$ cat src/logic/slm_pkg.sv
// Package for the supply low-voltage monitor: register map, field layout,
// reset values, bus answers and timing constants.
// Assumes a 25 MHz system clock and a 32-bit AXI4-Lite register bus.
package slm_pkg;

	// ****************************************************************
	// Bus geometry and answers
	// ****************************************************************
	localparam int SLM_ADDR_W = 8;
	localparam int SLM_DATA_W = 32;

	typedef enum logic [1:0] {
		SLM_RESP_OKAY   = 2'h0,
		SLM_RESP_SLVERR = 2'h2
	} slm_resp_t;

	// ****************************************************************
	// Register byte offsets
	// ****************************************************************
	localparam logic [SLM_ADDR_W-1:0] SLM_OFF_CTRL   = 8'h00;
	localparam logic [SLM_ADDR_W-1:0] SLM_OFF_MFG2   = 8'h04;
	localparam logic [SLM_ADDR_W-1:0] SLM_OFF_STATUS = 8'h08;
	localparam logic [SLM_ADDR_W-1:0] SLM_OFF_MASK   = 8'h0C;

	// ****************************************************************
	// Field positions
	// ****************************************************************
	localparam int SLM_CTRL_LEVEL_LSB = 0;
	localparam int SLM_CTRL_LEVEL_W   = 3;
	localparam int SLM_CTRL_ENABLE    = 4;
	localparam int SLM_CTRL_FLAG      = 5;
	localparam int SLM_MFG2_IRQ_EN    = 0;
	localparam int SLM_MFG2_IRQ_FLAG  = 4;
	localparam int SLM_EVT_W          = 2;
	localparam int SLM_EVT_REQUEST    = 0;
	localparam int SLM_EVT_LOW_RISE   = 1;

	// ****************************************************************
	// Reset values
	// ****************************************************************
	localparam logic [SLM_CTRL_LEVEL_W-1:0] SLM_RST_LEVEL = 3'h0;
	localparam logic                        SLM_RST_BIT   = 1'b0;
	localparam logic [SLM_EVT_W-1:0]        SLM_RST_EVT   = 2'h0;

	// ****************************************************************
	// Timing
	// ****************************************************************
	localparam int SLM_CLK_MHZ         = 25;
	localparam int SLM_IRQ_DELAY_US    = 15;
	localparam int SLM_IRQ_DELAY_CYC   = SLM_IRQ_DELAY_US * SLM_CLK_MHZ;

endpackage

$ cat src/logic/slm_det_if.sv
// Interface between the register side and the detector datapath.
// Assumes both ends run on the same system clock.
`timescale 1ns/1ps
interface slm_det_if;
	logic active;
	logic flag;
	logic irq_set;

	modport ctl (output active, input flag, input irq_set);
	modport det (input active, output flag, output irq_set);
endinterface

$ cat src/logic/slm_detect.sv
// Detector datapath: comparator synchroniser, output flag, request delay.
// Assumes the comparator output is asynchronous to the system clock.
`timescale 1ns/1ps
module slm_detect
	import slm_pkg::*;
#(
	parameter int DELAY_CYCLES = SLM_IRQ_DELAY_CYC
) (
	// Clock and reset
	input  wire logic aclk,
	input  wire logic aresetn,
	// Analog comparator, high while supply is below the trip level
	input  wire logic comparator_low,
	// Register side
	slm_det_if.det    det
);
	localparam int CNT_W = $clog2(DELAY_CYCLES + 1);

	logic             sync_a;
	logic             sync_b;
	logic [CNT_W-1:0] cnt;
	logic             fired;
	wire              at_end = (cnt == CNT_W'(DELAY_CYCLES - 1));

	// ****************************************************************
	// Synchroniser and output flag
	// ****************************************************************
	always_ff @(posedge aclk) begin
		if (!aresetn) begin
			sync_a   <= 1'b0;
			sync_b   <= 1'b0;
			det.flag <= 1'b0;
		end else begin
			sync_a   <= comparator_low;
			sync_b   <= sync_a;
			det.flag <= det.active & sync_b;
		end
	end

	// ****************************************************************
	// Request delay, once per low-supply episode
	// ****************************************************************
	always_ff @(posedge aclk) begin
		if (!aresetn) begin
			cnt         <= '0;
			fired       <= 1'b0;
			det.irq_set <= 1'b0;
		end else if (!det.flag) begin
			cnt         <= '0;
			fired       <= 1'b0;
			det.irq_set <= 1'b0;
		end else begin
			cnt         <= fired ? cnt : cnt + CNT_W'(1);
			fired       <= fired | at_end;
			det.irq_set <= !fired && at_end;
		end
	end
endmodule

$ cat src/logic/slm_top.sv
// Supply low-voltage monitor: AXI4-Lite register file, interrupt group
// bits, sticky event status and outputs to the analog comparator.
// Assumes comparator_low is asynchronous; sleep_mode and idle_mode come
// from the power controller on aclk.
//
// Functional notes
// Bits 2..0 of the control register pick one of eight trip levels, 1.8 V to 4.0 V.
// The undervoltage flag is high while the comparator sees supply below the level.
// The undervoltage flag is bit 5 of the control register and writes cannot change it.
// Bit 4 of the control register powers the comparator on when 1 and off when 0.
// In sleep mode the detector is off whatever the enable bit holds.
// Software waits for the detector to settle after enabling before trusting the flag.
// The request flag is set only after a fixed delay of the flag staying high.
// The detector request is one source of the shared multi-function interrupt.
// Setting the request flag wakes the device out of idle mode.
// Software sets the request flag beforehand if it does not want idle wake-up.
// Every comparator transition passes through with no added hysteresis.
// Control bits 7, 6 and 3 read as zero and ignore writes.
// The request flag is bit 4 of the group-two register, 1 meaning pending.
// Software clears the request flag when servicing; hardware never clears it.
// The multi-function request is forwarded only while flag and its enable are both 1.
`timescale 1ns/1ps
module slm_top
	import slm_pkg::*;
#(
	parameter int DELAY_CYCLES = SLM_IRQ_DELAY_CYC
) (
	// Clock and reset
	input  wire logic                  aclk,
	input  wire logic                  aresetn,
	// AXI4-Lite write address
	input  wire logic                  awvalid,
	output      logic                  awready,
	input  wire logic [SLM_ADDR_W-1:0] awaddr,
	input  wire logic [2:0]            awprot,
	// AXI4-Lite write data
	input  wire logic                  wvalid,
	output      logic                  wready,
	input  wire logic [SLM_DATA_W-1:0] wdata,
	input  wire logic [3:0]            wstrb,
	// AXI4-Lite write response
	output      logic                  bvalid,
	input  wire logic                  bready,
	output      logic [1:0]            bresp,
	// AXI4-Lite read address
	input  wire logic                  arvalid,
	output      logic                  arready,
	input  wire logic [SLM_ADDR_W-1:0] araddr,
	input  wire logic [2:0]            arprot,
	// AXI4-Lite read data
	output      logic                  rvalid,
	input  wire logic                  rready,
	output      logic [SLM_DATA_W-1:0] rdata,
	output      logic [1:0]            rresp,
	// Analog comparator
	input  wire logic                  comparator_low,
	output      logic                  comparator_enable,
	output      logic [2:0]            trip_level_select,
	// Power modes and interrupts
	input  wire logic                  sleep_mode,
	input  wire logic                  idle_mode,
	output      logic                  idle_wake,
	output      logic                  mf_request,
	output      logic                  irq
);

	// ****************************************************************
	// Register state
	// ****************************************************************
	logic                        monitor_enable;
	logic [SLM_CTRL_LEVEL_W-1:0] trip_level;
	logic                        monitor_irq_flag;
	logic                        monitor_irq_enable;
	logic [SLM_EVT_W-1:0]        status;
	logic [SLM_EVT_W-1:0]        mask;
	logic                        flag_prev;

	logic                  aw_held;
	logic                  w_held;
	logic [SLM_ADDR_W-1:0] wr_addr;
	logic [SLM_DATA_W-1:0] wr_data;
	logic                  wr_lane0;

	slm_det_if det_if ();

	// ****************************************************************
	// Detector datapath
	// ****************************************************************
	slm_detect #(
		.DELAY_CYCLES (DELAY_CYCLES)
	) u_detect (
		.aclk           (aclk),
		.aresetn        (aresetn),
		.comparator_low (comparator_low),
		.det            (det_if.det)
	);

	assign det_if.active = comparator_enable;

	// ****************************************************************
	// Write channel handshake
	// ****************************************************************
	wire aw_fire     = awvalid & awready;
	wire w_fire      = wvalid & wready;
	wire do_write    = aw_held & w_held & ~bvalid;
	wire next_aw     = (aw_held & ~do_write) | aw_fire;
	wire next_w      = (w_held & ~do_write) | w_fire;
	wire next_bvalid = do_write | (bvalid & ~bready);

	wire wr_ctrl   = (wr_addr[SLM_ADDR_W-1:2] == SLM_OFF_CTRL[SLM_ADDR_W-1:2]);
	wire wr_mfg2   = (wr_addr[SLM_ADDR_W-1:2] == SLM_OFF_MFG2[SLM_ADDR_W-1:2]);
	wire wr_status = (wr_addr[SLM_ADDR_W-1:2] == SLM_OFF_STATUS[SLM_ADDR_W-1:2]);
	wire wr_mask   = (wr_addr[SLM_ADDR_W-1:2] == SLM_OFF_MASK[SLM_ADDR_W-1:2]);
	wire wr_hit    = wr_ctrl | wr_mfg2 | wr_status | wr_mask;
	wire wr_en     = do_write & wr_lane0;

	always_ff @(posedge aclk) begin
		if (!aresetn) begin
			aw_held  <= 1'b0;
			w_held   <= 1'b0;
			awready  <= 1'b0;
			wready   <= 1'b0;
			bvalid   <= 1'b0;
			bresp    <= SLM_RESP_OKAY;
			wr_addr  <= '0;
			wr_data  <= '0;
			wr_lane0 <= 1'b0;
		end else begin
			aw_held <= next_aw;
			w_held  <= next_w;
			awready <= ~next_aw;
			wready  <= ~next_w;
			bvalid  <= next_bvalid;
			if (aw_fire) begin
				wr_addr <= awaddr;
			end
			if (w_fire) begin
				wr_data  <= wdata;
				wr_lane0 <= wstrb[0];
			end
			if (do_write) begin
				bresp <= wr_hit ? SLM_RESP_OKAY : SLM_RESP_SLVERR;
			end
		end
	end

	// ****************************************************************
	// Read channel
	// ****************************************************************
	wire ar_fire     = arvalid & arready;
	wire next_rvalid = ar_fire | (rvalid & ~rready);

	wire rd_ctrl   = (araddr[SLM_ADDR_W-1:2] == SLM_OFF_CTRL[SLM_ADDR_W-1:2]);
	wire rd_mfg2   = (araddr[SLM_ADDR_W-1:2] == SLM_OFF_MFG2[SLM_ADDR_W-1:2]);
	wire rd_status = (araddr[SLM_ADDR_W-1:2] == SLM_OFF_STATUS[SLM_ADDR_W-1:2]);
	wire rd_mask   = (araddr[SLM_ADDR_W-1:2] == SLM_OFF_MASK[SLM_ADDR_W-1:2]);
	wire rd_hit    = rd_ctrl | rd_mfg2 | rd_status | rd_mask;

	// Flag is live state, enable and level are software state
	wire [7:0] ctrl_view = {2'h0, det_if.flag, monitor_enable, 1'b0, trip_level};
	wire [7:0] mfg2_view = {3'h0, monitor_irq_flag, 3'h0, monitor_irq_enable};
	wire [7:0] rd_byte   = rd_ctrl   ? ctrl_view :
	                       rd_mfg2   ? mfg2_view :
	                       rd_status ? {6'h00, status} :
	                       rd_mask   ? {6'h00, mask} : 8'h00;

	always_ff @(posedge aclk) begin
		if (!aresetn) begin
			arready <= 1'b0;
			rvalid  <= 1'b0;
			rdata   <= '0;
			rresp   <= SLM_RESP_OKAY;
		end else begin
			arready <= ~next_rvalid;
			rvalid  <= next_rvalid;
			if (ar_fire) begin
				rdata <= {24'h000000, rd_byte};
				rresp <= rd_hit ? SLM_RESP_OKAY : SLM_RESP_SLVERR;
			end
		end
	end

	// ****************************************************************
	// Control and group-two registers
	// ****************************************************************
	// Hardware set wins over a software clear in the same cycle
	wire next_irq_flag = det_if.irq_set ? 1'b1 :
	                     (wr_en & wr_mfg2) ? wr_data[SLM_MFG2_IRQ_FLAG] : monitor_irq_flag;

	always_ff @(posedge aclk) begin
		if (!aresetn) begin
			monitor_enable     <= SLM_RST_BIT;
			trip_level         <= SLM_RST_LEVEL;
			monitor_irq_flag   <= SLM_RST_BIT;
			monitor_irq_enable <= SLM_RST_BIT;
		end else begin
			if (wr_en && wr_ctrl) begin
				monitor_enable <= wr_data[SLM_CTRL_ENABLE];
				trip_level     <= wr_data[SLM_CTRL_LEVEL_LSB +: SLM_CTRL_LEVEL_W];
			end
			if (wr_en && wr_mfg2) begin
				monitor_irq_enable <= wr_data[SLM_MFG2_IRQ_EN];
			end
			monitor_irq_flag <= next_irq_flag;
		end
	end

	// ****************************************************************
	// Sticky event status, read clears
	// ****************************************************************
	wire [SLM_EVT_W-1:0] events;
	assign events[SLM_EVT_REQUEST]  = det_if.irq_set;
	assign events[SLM_EVT_LOW_RISE] = det_if.flag & ~flag_prev;

	wire                 rd_clear    = ar_fire & rd_status;
	wire [SLM_EVT_W-1:0] next_status = (rd_clear ? SLM_RST_EVT : status) | events;

	always_ff @(posedge aclk) begin
		if (!aresetn) begin
			status    <= SLM_RST_EVT;
			mask      <= SLM_RST_EVT;
			flag_prev <= 1'b0;
		end else begin
			status    <= next_status;
			flag_prev <= det_if.flag;
			if (wr_en && wr_mask) begin
				mask <= wr_data[SLM_EVT_W-1:0];
			end
		end
	end

	// ****************************************************************
	// Outputs
	// ****************************************************************
	// Wake only on a fresh set, so a flag set in advance suppresses it
	wire next_wake = det_if.irq_set & ~monitor_irq_flag & idle_mode;

	always_ff @(posedge aclk) begin
		if (!aresetn) begin
			comparator_enable <= 1'b0;
			trip_level_select <= SLM_RST_LEVEL;
			idle_wake         <= 1'b0;
			mf_request        <= 1'b0;
			irq               <= 1'b0;
		end else begin
			comparator_enable <= monitor_enable & ~sleep_mode;
			trip_level_select <= trip_level;
			idle_wake         <= next_wake;
			mf_request        <= monitor_irq_flag & monitor_irq_enable;
			irq               <= |(status & mask);
		end
	end
endmodule

$ cat config.mk
export PLATFORM = sky130hd
export DESIGN_NAME = slm_top
export DESIGN_NICKNAME = d
export VERILOG_FILES = /design/src/logic/slm_pkg.sv /design/src/logic/slm_det_if.sv /design/src/logic/slm_detect.sv /design/src/logic/slm_top.sv
export SDC_FILE = /design/constraint.sdc
export NUM_CORES = 1
export LEC_CHECK = 0
export BUFFER_PORTS_ARGS = -buffer_cell sky130_fd_sc_hd__buf_2
export CAP_MARGIN = 20
export CORE_ASPECT_RATIO = 1.75
export CORE_MARGIN = 2
export CORE_UTILIZATION = 35
export CTS_CLUSTER_DIAMETER = 150
export CTS_CLUSTER_SIZE = 40
export DETAILED_ROUTE_END_ITERATION = 10
export SYNTH_ARGS = -nofsm -noshare
export SYNTH_HDL_FRONTEND = slang
export SYNTH_SLANG_ARGS = --single-unit
$ cat constraint.sdc
create_clock -name aclk -period 4 [get_ports aclk]
set_clock_uncertainty 0.1 [all_clocks]
set_input_delay 0.6 -clock aclk [delete_from_list [all_inputs] [get_ports aclk]]
set_output_delay 0.6 -clock aclk [all_outputs]
set_load 0.01 [all_outputs]
==> metrics.md, run 1 <==
| Metric | Value |
|---|---|
| Status | `completed` |
| Core Util, Final | `43.2%` |
| H-tree levels | `3` |
| Int Pwr | `1.06 mW` |
| TritonCTS clock tree | `built` |
| Clock transition at path regs | `0.05 ns` |
| Filler Cell Count | `688` |
| Port Buffers | `45` |
| GRT overflow | `0` |
| Crit path capture type | `register` |
| Top cells by area, synth | `dfxtp_1, buf_4, nor2_1, mux2i_1, nand2_1` |
| Mapped Area | `2350 um^2` |
| Row count | `39` |
| Async S/R FF share, synth | `0%` |
| Vias in the first global route | `1692` |
| CORE AREA | `6540 um^2` |
| Warnings from Yosys | `0` |
| Minimum clock period | `1.89 ns` |
| Die width | `66.0 um` |
| Die Footprint | `7430 um^2` |
| Setup violators final | `0` |
| Total GRT Usage | `13.1%` |
| DRC | `0` |
| Sequential share of power | `43.9%` |
| Ports | `116` |
| Largest stage delay, worst path | `0.71 ns` |
| CP Cell Sequence | `buf_2 > clkinv_1 > a211oi_1` |
| Avg WL per Cell | `11.3 um` |
| Switching portion of total power | `21.8%` |
| Most common cell in the synthesized netlist | `dfxtp_1` |
| Largest net degree at the start of global routing | `28` |
| Post-synth top area share | `48.5%` |
| Clock network power share | `50.9%` |
| Clock Path Buffers | `2` |
| Ant diodes | `0` |
| Worst Hold Class | `register to register` |
| Total number of vias | `1809` |
| Synth area leader | `dfxtp_1` |
| Power density over cell area | `478 nW/um^2` |
| First-pass GRT wire length | `7320 um` |
| Die Height | `113 um` |
| Primary FF master, synth | `dfxtp_1` |
| Worst Setup Start Kind | `input port` |
| Pwr Total | `1.35 mW` |
| Hpwl dp | `3230 um` |
| EDFF count, synth | `0` |
| Nets@finish | `375` |
| Post-CTS setup buffer count | `0` |
| Combinational share of power | `5.2%` |
| Post-synth top cells | `dfxtp_1, buf_4, nor2_1` |
| MaxCap Viol Count | `0` |
| VDD IR max | `216 uV` |
| Fin. Hold Viols | `0` |
| Later-pin clock latency in the skew report | `0.32 ns` |
| Sequential fraction of the synthesis area | `48.5%` |
| CTS root buf | `clkbuf_16` |
| Worst Path Required | `4.11 ns` |
| CTS hold repair buffers | `0` |
| Post-cts sizing count | `0` |
| Period utilisation layout | `47.4%` |
| Critical path's top delay family | `buffers and inverters` |
| Tightest Pin Transition | `0.784 ns` |
| Area growth syn-to-layout | `19.9%` |
| CP max-delay cell | `clkinv_1` |
| Crit-path max FO | `27` |
| Mapped Cells | `256` |
| #FFs+latches synth | `57` |
| Sw Pwr | `0.294 mW` |
| Buf/Inv on CP | `2` |
| P_leak | `1.22 nW` |
| Max Fclk | `0.528 GHz` |
| Relative max-transition margin | `47.4%` |
| Synth unique cells | `38` |
| Avg Synthesized Cell Area | `9.20 um^2` |
| Routed vias/inst | `4.61` |
| Sink Count | `57` |
| Final setup TNS | `0 ns` |
| Total Wirelength | `4420 um` |
| Num CTS Buffers | `9` |
| Post-route ant nets | `0` |
| First-pass iteration count of the detailed router | `4` |
| Initial antenna violation count | `0` |
| Kind of critical path | `input port to register` |
| Final Max Slew Viols | `0` |
| Initial Util | `36.0%` |
| Initial drt markers | `75` |
| RSZ-0062 raised after global routing | `false` |
| Crit path DAT | `2.01 ns` |
| Share of cells above drive strength 1 | `20.3%` |
| Gpl congestion | `0.786` |
## power by group through the flow
stage                     clock, mW  combinational [mW]  sequential [mW]
final                         0.686              0.0703            0.593
after global routing          0.725              0.0788            0.594
after CTS                     0.700              0.0708            0.593
after detailed placement          0              0.0706            0.604
after global placement            0              0.0699            0.603
after floorplan                   0              0.0641            0.604
## metrics by stage
stage	hold WS (ns)	instance area (um^2)	setup slack, ns	cells
6_report	0.331	2820	2.11	392
2_1_floorplan	0.312	2460	2.08	284
5_1_grt	0.341	2820	1.96	392
3_3_place_gp	0.316	2550	1.78	376
4_1_cts	0.334	2820	2.08	392
3_5_place_dp	0.320	2550	1.74	376
## logic make-up (layout without fill, tap and decap cells)
group                      count (synthesis)  in the layout  synth area share, %
other                                      1             29                0.159
DFF                                       57             57                 48.5
adders and majority gates                  2              2                 1.06
and+or+nand+nor                          106            106                 23.5
xor gates and xnor gates                   8              8                 2.98
muxes                                     10             10                 4.78
buffers and inverters                     42             68                 11.3
AOI/OAI and AO/OA                         30             30                 7.76
## final cells by class
cell class                      instances  area [um^2]  share of cell area, %
Clock buffer                           13          260                   9.22
Clock inverter                          3         15.0                  0.532
Inverter                                7         26.3                  0.931
Multi-Input combinational cell        185         1050                   37.3
Sequential cell                        57         1140                   40.4
Tap cell                               82          103                   3.63
Timing Repair Buffer                   45          225                   7.98
## worst paths after layout
kind / start / endpoint / slack, ns / depth (start not counted)
setup / recovery: aresetn / monitor_irq_flag / 2.11 / 3
hold reg to reg: u_detect.sync_a / u_detect.sync_b / 0.33 / 1
hold / removal: u_detect.sync_a / u_detect.sync_b / 0.33 / 1
setup reg to reg: wr_addr[7] / monitor_irq_enable / 2.27 / 4
## placed cells by master, fill, tap and decap left out, types with 2 or more instances in the layout
| cell type | n |
|---|---|
| nor2_1 | 29 |
| buf_2 | 45 |
| xor2_1 | 3 |
| mux2i_1 | 9 |
| inv_1 | 6 |
| nand4b_1 | 2 |
| xnor2_1 | 5 |
| a211oi_1 | 2 |
| and3b_1 | 2 |
| nand3_1 | 15 |
| a21oi_1 | 16 |
| and2_1 | 7 |
| and3_1 | 3 |
| nand2_1 | 22 |
| clkbuf_8 | 2 |
| a22oi_1 | 3 |
| clkbuf_16 | 9 |
| nor2b_1 | 5 |
| a21boi_0 | 2 |
| nand3b_1 | 2 |
| nor4_1 | 3 |
| clkinv_2 | 3 |
| o21a_1 | 2 |
| nor3_1 | 5 |
| dfxtp_1 | 57 |
| a31oi_1 | 2 |
| ha_1 | 2 |
| conb_1 | 29 |
| nand2b_1 | 4 |
| a32oi_1 | 2 |
| clkbuf_1 | 2 |
## routing by layer
| layer | vias up | routed length (um) | GRT usage (%) |
|---|---|---|---|
| met1 | 831 | 1760 | 13.0 |
| met4 | 0 | 131 | 9.12 |
| met3 | 9 | 258 | 3.41 |
| met5 | - | 0 | 0 |
| li1 | 906 | - | - |
| met2 | 63 | 2270 | 22.8 |
## state kept, by name, indices dropped and copies added (netlist names), 2 cells and up
name	count
u_detect.cnt	9
status	2
trip_level	3
trip_level_select	3
rdata	5
mask	2
wr_data	4
wr_addr	6
Power figures use the tool's default switching activity.
==> run 2: changes to the inputs <==
- PLACE_DENSITY: not set -> 0.66
- clock period: 4 -> 1.6 ns (I/O delays scaled with it)
==> metrics.md, run 2 (synthesis gave the netlist of run 1 again) <==
| Metric | Value |
|---|---|
| Worst Hold Class | `input port to register` |
| TritonCTS clock tree | `built` |
| DP Cell Count | `386` |
| Worst Setup Start Kind | `register` |
| Core Util, Final | `45.2%` |
| Max Fclk | `0.618 GHz` |
| Gpl congestion | `0.824` |
| Max FFs per register | `9` |
| Hpwl dp | `3290 um` |
| Int Pwr | `2.94 mW` |
| VDD IR max | `712 uV` |
| First-pass GRT wire length | `7350 um` |
| Total Wirelength | `4510 um` |
| Post-route ant nets | `0` |
| Num CTS Buffers | `9` |
| Switching portion of total power | `19.9%` |
| CTS root buf | `clkbuf_16` |
| Clock Path Buffers | `2` |
| Sink Count | `57` |
| Post-route cell area | `2960 um^2` |
| Sequential share of power | `40.4%` |
| Ant diodes | `0` |
| Port Buffers | `45` |
| Non-filler cells, final | `402` |
| Status | `complete, but fails checks` |
| Setup violators final | `1` |
| Total number of vias | `1829` |
| Die Height | `113 um` |
| Sw Pwr | `0.730 mW` |
| Routed vias/inst | `4.55` |
| Crit path capture type | `register` |
| Largest net degree at the start of global routing | `28` |
| MaxCap Viol Count | `0` |
| Kind of critical path | `register to register` |
| Minimum clock period | `1.62 ns` |
| DRC | `0` |
| Row count | `39` |
| Initial Util | `36.0%` |
| H-tree levels | `3` |
| Clock network power share | `54.5%` |
| Most flop-heavy register | `u_detect.cnt` |
| Share of cells above drive strength 1 | `23.4%` |
| First-pass iteration count of the detailed router | `4` |
| Vias in the first global route | `1677` |
| Later-pin clock latency in the skew report | `0.32 ns` |
| Combinational share of power | `5.2%` |
| P_leak | `1.30 nW` |
| Most frequent cells in the layout | `dfxtp_1, buf_2, nor2_1, conb_1, nand2_1` |
| Fin. Hold Viols | `0` |
| Period utilisation layout | `101%` |
| Filler Cell Count | `660` |
| GRT overflow | `0` |
| Crit path DAT | `1.73 ns` |
| Worst Path Required | `1.71 ns` |
| Failing checks | `negative setup slack` |
| Area growth syn-to-layout | `25.6%` |
| Crit-path max FO | `3` |
| Die Footprint | `7430 um^2` |
| Die width | `66.0 um` |
| DP Area | `2620 um^2` |
| Ports | `116` |
| RSZ-0062 raised after global routing | `true` |
| Initial drt markers | `74` |
| CORE AREA | `6540 um^2` |
| Hold_ws | `0.0237 ns` |
| Clock transition at path regs | `0.05 ns` |
| Avg WL per Cell | `11.2 um` |
| Total GRT Usage | `13.5%` |
| Initial antenna violation count | `0` |
| Final Max Slew Viols | `0` |
| Nets@finish | `385` |
| Setup ws final | `-0.0191 ns` |
| Power density over cell area | `1240 nW/um^2` |
| Biggest regs | `u_detect.cnt x9, wr_addr x6, rdata x5` |
| Commonest non-fill, non-tap cell in the layout | `dfxtp_1` |
-- run 2: layer usage --
metal,track usage [%],vias to the layer above,routed length (um)
met5,0,-,0
met4,9.39,0,92
met3,4.21,4,274
met2,23.5,59,2400
met1,12.9,838,1740
li1,-,928,-
-- run 2: path summary, 6_finish.rpt --
kind | startpoint | endpoint | slack [ns] | cells after the start
setup / recovery | wr_addr[7] | monitor_irq_enable | -0.02 | 4
hold / removal | comparator_low | u_detect.sync_a | 0.02 | 2
setup reg to reg | wr_addr[7] | monitor_irq_enable | -0.02 | 4
hold reg to reg | u_detect.sync_a | u_detect.sync_b | 0.33 | 1
-- run 2: repair_timing --
item,CTS,global route
cloned,0,0
pin swaps,2,0
gates resized for setup,2,0
hold endpoints to repair,0,0
setup buffers,0,0
hold buffers,0,0
endpoints found under the setup margin,4,3
-- run 2: layout make-up --
type / instances / area [um^2] / share of cell area (%)
flip-flops and latches: 57 / 1140 / 38.6
multi-input cells: 185 / 1060 / 35.8
repair buffers: 55 / 300 / 10.2
clock buffers: 15 / 298 / 10.1
well taps: 82 / 103 / 3.47
clock inverters: 1 / 30.0 / 1.02
inverters: 7 / 26.3 / 0.888
-- run 2: critical path, stage by stage (launching register included) --
cell	delay, ns
dfxtp_2	0.32
or4_4	0.57
nor4_4	0.24
mux2i_1	0.22
nor2b_1	0.05
-- run 2: power groups by stage --
| stage | clock [mW] | combinational (mW) | sequential [mW] |
|---|---|---|---|
| floorplan | 0 | 0.160 | 1.51 |
| global placement | 0 | 0.187 | 1.51 |
| detailed placement | 0 | 0.189 | 1.51 |
| CTS | 2.05 | 0.192 | 1.48 |
| global route | 2.12 | 0.214 | 1.48 |
| finish | 2.00 | 0.190 | 1.48 |
-- run 2: through the flow --
stage / total power, mW / TNS [ns] / setup slack [ns]
finish: 3.67 / -0.0191 / -0.0191
floorplan: 1.67 / 0 / 0.0266
global route: 3.82 / -0.235 / -0.118
detailed placement: 1.70 / -0.284 / -0.0971
CTS: 3.72 / -0.0225 / -0.0225
global placement: 1.69 / -0.217 / -0.0461
==> run 3: changes to the inputs <==
- BUFFER_PORTS_ARGS: -buffer_cell sky130_fd_sc_hd__buf_2 -> not set
- DONT_BUFFER_PORTS: not set -> 1
- PLACE_DENSITY: 0.66 -> not set
- RECOVER_POWER: not set -> 25
==> metrics.md, run 3 (synthesis gave the netlist of run 1 again) <==
| Metric | Value |
|---|---|
| Setup violators final | `0` |
| Power density over cell area | `1200 nW/um^2` |
| Row count | `39` |
| Worst Path Required | `1.71 ns` |
| Clock transition at path regs | `0.05 ns` |
| Later-pin clock latency in the skew report | `0.32 ns` |
| Status | `completed` |
| Sw Pwr | `0.731 mW` |
| Total Wirelength | `4750 um` |
| Die Footprint | `7430 um^2` |
| Clock Path Buffers | `2` |
| Hold depth | `2` |
| Filler Cell Count | `653` |
| Worst Hold Class | `input port to register` |
| Routed vias/inst | `4.66` |
| Tightest Pin Transition | `0.582 ns` |
| RSZ-0062 raised after global routing | `true` |
| R2r worst-path depth | `4` |
| Largest net degree at the start of global routing | `19` |
| FF-to-FF End | `monitor_irq_enable` |
| Fin. Hold Viols | `0` |
| VDD IR max | `539 uV` |
| Minimum clock period | `1.59 ns` |
| Initial drt markers | `41` |
| Commonest non-fill, non-tap cell in the layout | `dfxtp_1` |
| Total number of vias | `1757` |
| DRC | `0` |
| Sink Count | `57` |
| Kind of critical path | `register to register` |
| Initial Util | `36.0%` |
| DP Cell Count | `345` |
| Most flop-heavy register | `u_detect.cnt` |
| Combinational share of power | `5.5%` |
| H-tree levels | `3` |
| Nets@finish | `360` |
| GRT overflow | `0` |
| FF/Latch Area | `1140 um^2` |
| Crit path capture type | `register` |
| Crit path DAT | `1.71 ns` |
| Die width | `66.0 um` |
| CORE AREA | `6540 um^2` |
| Num CTS Buffers | `9` |
| Hpwl dp | `3390 um` |
| First-pass GRT wire length | `7450 um` |
| Die Height | `113 um` |
| Area growth syn-to-layout | `22.8%` |
| Max FFs per register | `9` |
| Hold Path End | `wr_data[1]` |
| Clock network power share | `52.0%` |
| Pwr Total | `3.47 mW` |
| Ports | `116` |
| Buf/Inv on CP | `0` |
| Largest stage delay, worst path | `0.57 ns` |
| CP max-delay cell | `or4_4` |
| Gpl congestion | `0.784` |
| Ant diodes | `0` |
| P_leak | `1.16 nW` |
| Crit-path max FO | `3` |
| R2R setup slack | `0.007 ns` |
| MaxCap Viol Count | `0` |
| Period utilisation layout | `99.6%` |
| Biggest regs | `u_detect.cnt x9, wr_addr x6, rdata x5` |
| TritonCTS clock tree | `built` |
| Relative max-transition margin | `61.2%` |
| CTS root buf | `clkbuf_16` |
| Worst Setup Start Kind | `register` |
| Avg WL per Cell | `12.6 um` |
| Non-filler cells, final | `377` |
| Sequential share of power | `42.6%` |
| Port Buffers | `0` |
| Initial antenna violation count | `0` |
| RR Startpoint | `wr_addr[7]` |
| Vias in the first global route | `1636` |
| Final Max Slew Viols | `0` |
| First-pass iteration count of the detailed router | `4` |
| Int Pwr | `2.74 mW` |
| Multi-input gate area | `1060 um^2` |
| CP Cell Sequence | `or4_4 > nor4_4 > mux2i_1 > nor2b_1` |
| Min-delay src | `wvalid` |
| Critical path's top delay family | `simple AND/OR/NAND/NOR gates` |
| Most frequent cells in the layout | `dfxtp_1, nor2_1, conb_1` |
| Share of cells above drive strength 1 | `11.9%` |
| Max Fclk | `0.628 GHz` |
| Post-route ant nets | `0` |
| Switching portion of total power | `21.1%` |
| Total GRT Usage | `13.7%` |
## run 3: cell count changes in the layout (fill, tap and decap cells not counted), moves of 2 or more
cell | before | now
clkinv_2 | 0 | 2
and2_1 | 7 | 4
and2_0 | 0 | 3
dlygate4sd3_1 | 0 | 14
buf_2 | 45 | 0
buf_4 | 10 | 15
## run 3: worst max-delay path by stage
stage	endpoint	startpoint	slack, ns	depth (start not counted)
after CTS	monitor_irq_enable	wr_addr[7]	-0.008	4
after detailed placement	mask[1]	wr_addr[7]	-0.05	4
after global routing	monitor_irq_flag	wr_addr[7]	-0.06	4
after global placement	mask[1]	wr_addr[7]	-0.02	4
after floorplan	mask[0]	wr_addr[7]	0.03	4
final	monitor_irq_enable	wr_addr[7]	0.007	4
## run 3: repair_timing
action / in CTS / in global routing
endpoints found under the hold margin: 29 / 0
gates resized for setup: 1 / 2
hold buffers: 15 / 0
setup endpoints to repair: 2 / 12
pin swaps: 1 / 0
buffers inserted: 0 / 1
## run 3: layout make-up
cell class / instances / area share [%]
inverters: 7 / 0.909
repair buffers: 30 / 9.09
multi-input cells: 185 / 36.8
clock buffers: 14 / 9.82
clock inverters: 2 / 0.346
flip-flops and latches: 57 / 39.5
well taps: 82 / 3.55
## run 3: metal layers
layer,vias to the layer above,GRT usage (%),share of wire (%)
li1,881,-,-
met1,806,14.0,37
met2,61,23.6,54
met3,9,2.51,5.3
met4,0,11.0,3.4
met5,-,0,0
## run 3: per-stage QoR
step	setup WS, ns	util (%)	hold slack, ns	area (um^2)	TNS (ns)
finish	0.00711	44.2	0.00573	2890	0
CTS	-0.00805	44.0	0.00264	2880	-0.00805
global placement	-0.0189	37.1	0.260	2430	-0.0352
global route	-0.0645	44.2	0.00924	2890	-0.149
detailed placement	-0.0490	37.1	0.264	2430	-0.0812
floorplan	0.0266	-	0.267	2460	0
## run 3: power groups by stage
stage	clock (mW)	sequential (mW)	combinational [mW]
finish	1.80	1.48	0.190
global route	1.91	1.48	0.210
CTS	1.85	1.48	0.188
detailed placement	0	1.51	0.148
global placement	0	1.50	0.146
floorplan	0	1.51	0.160
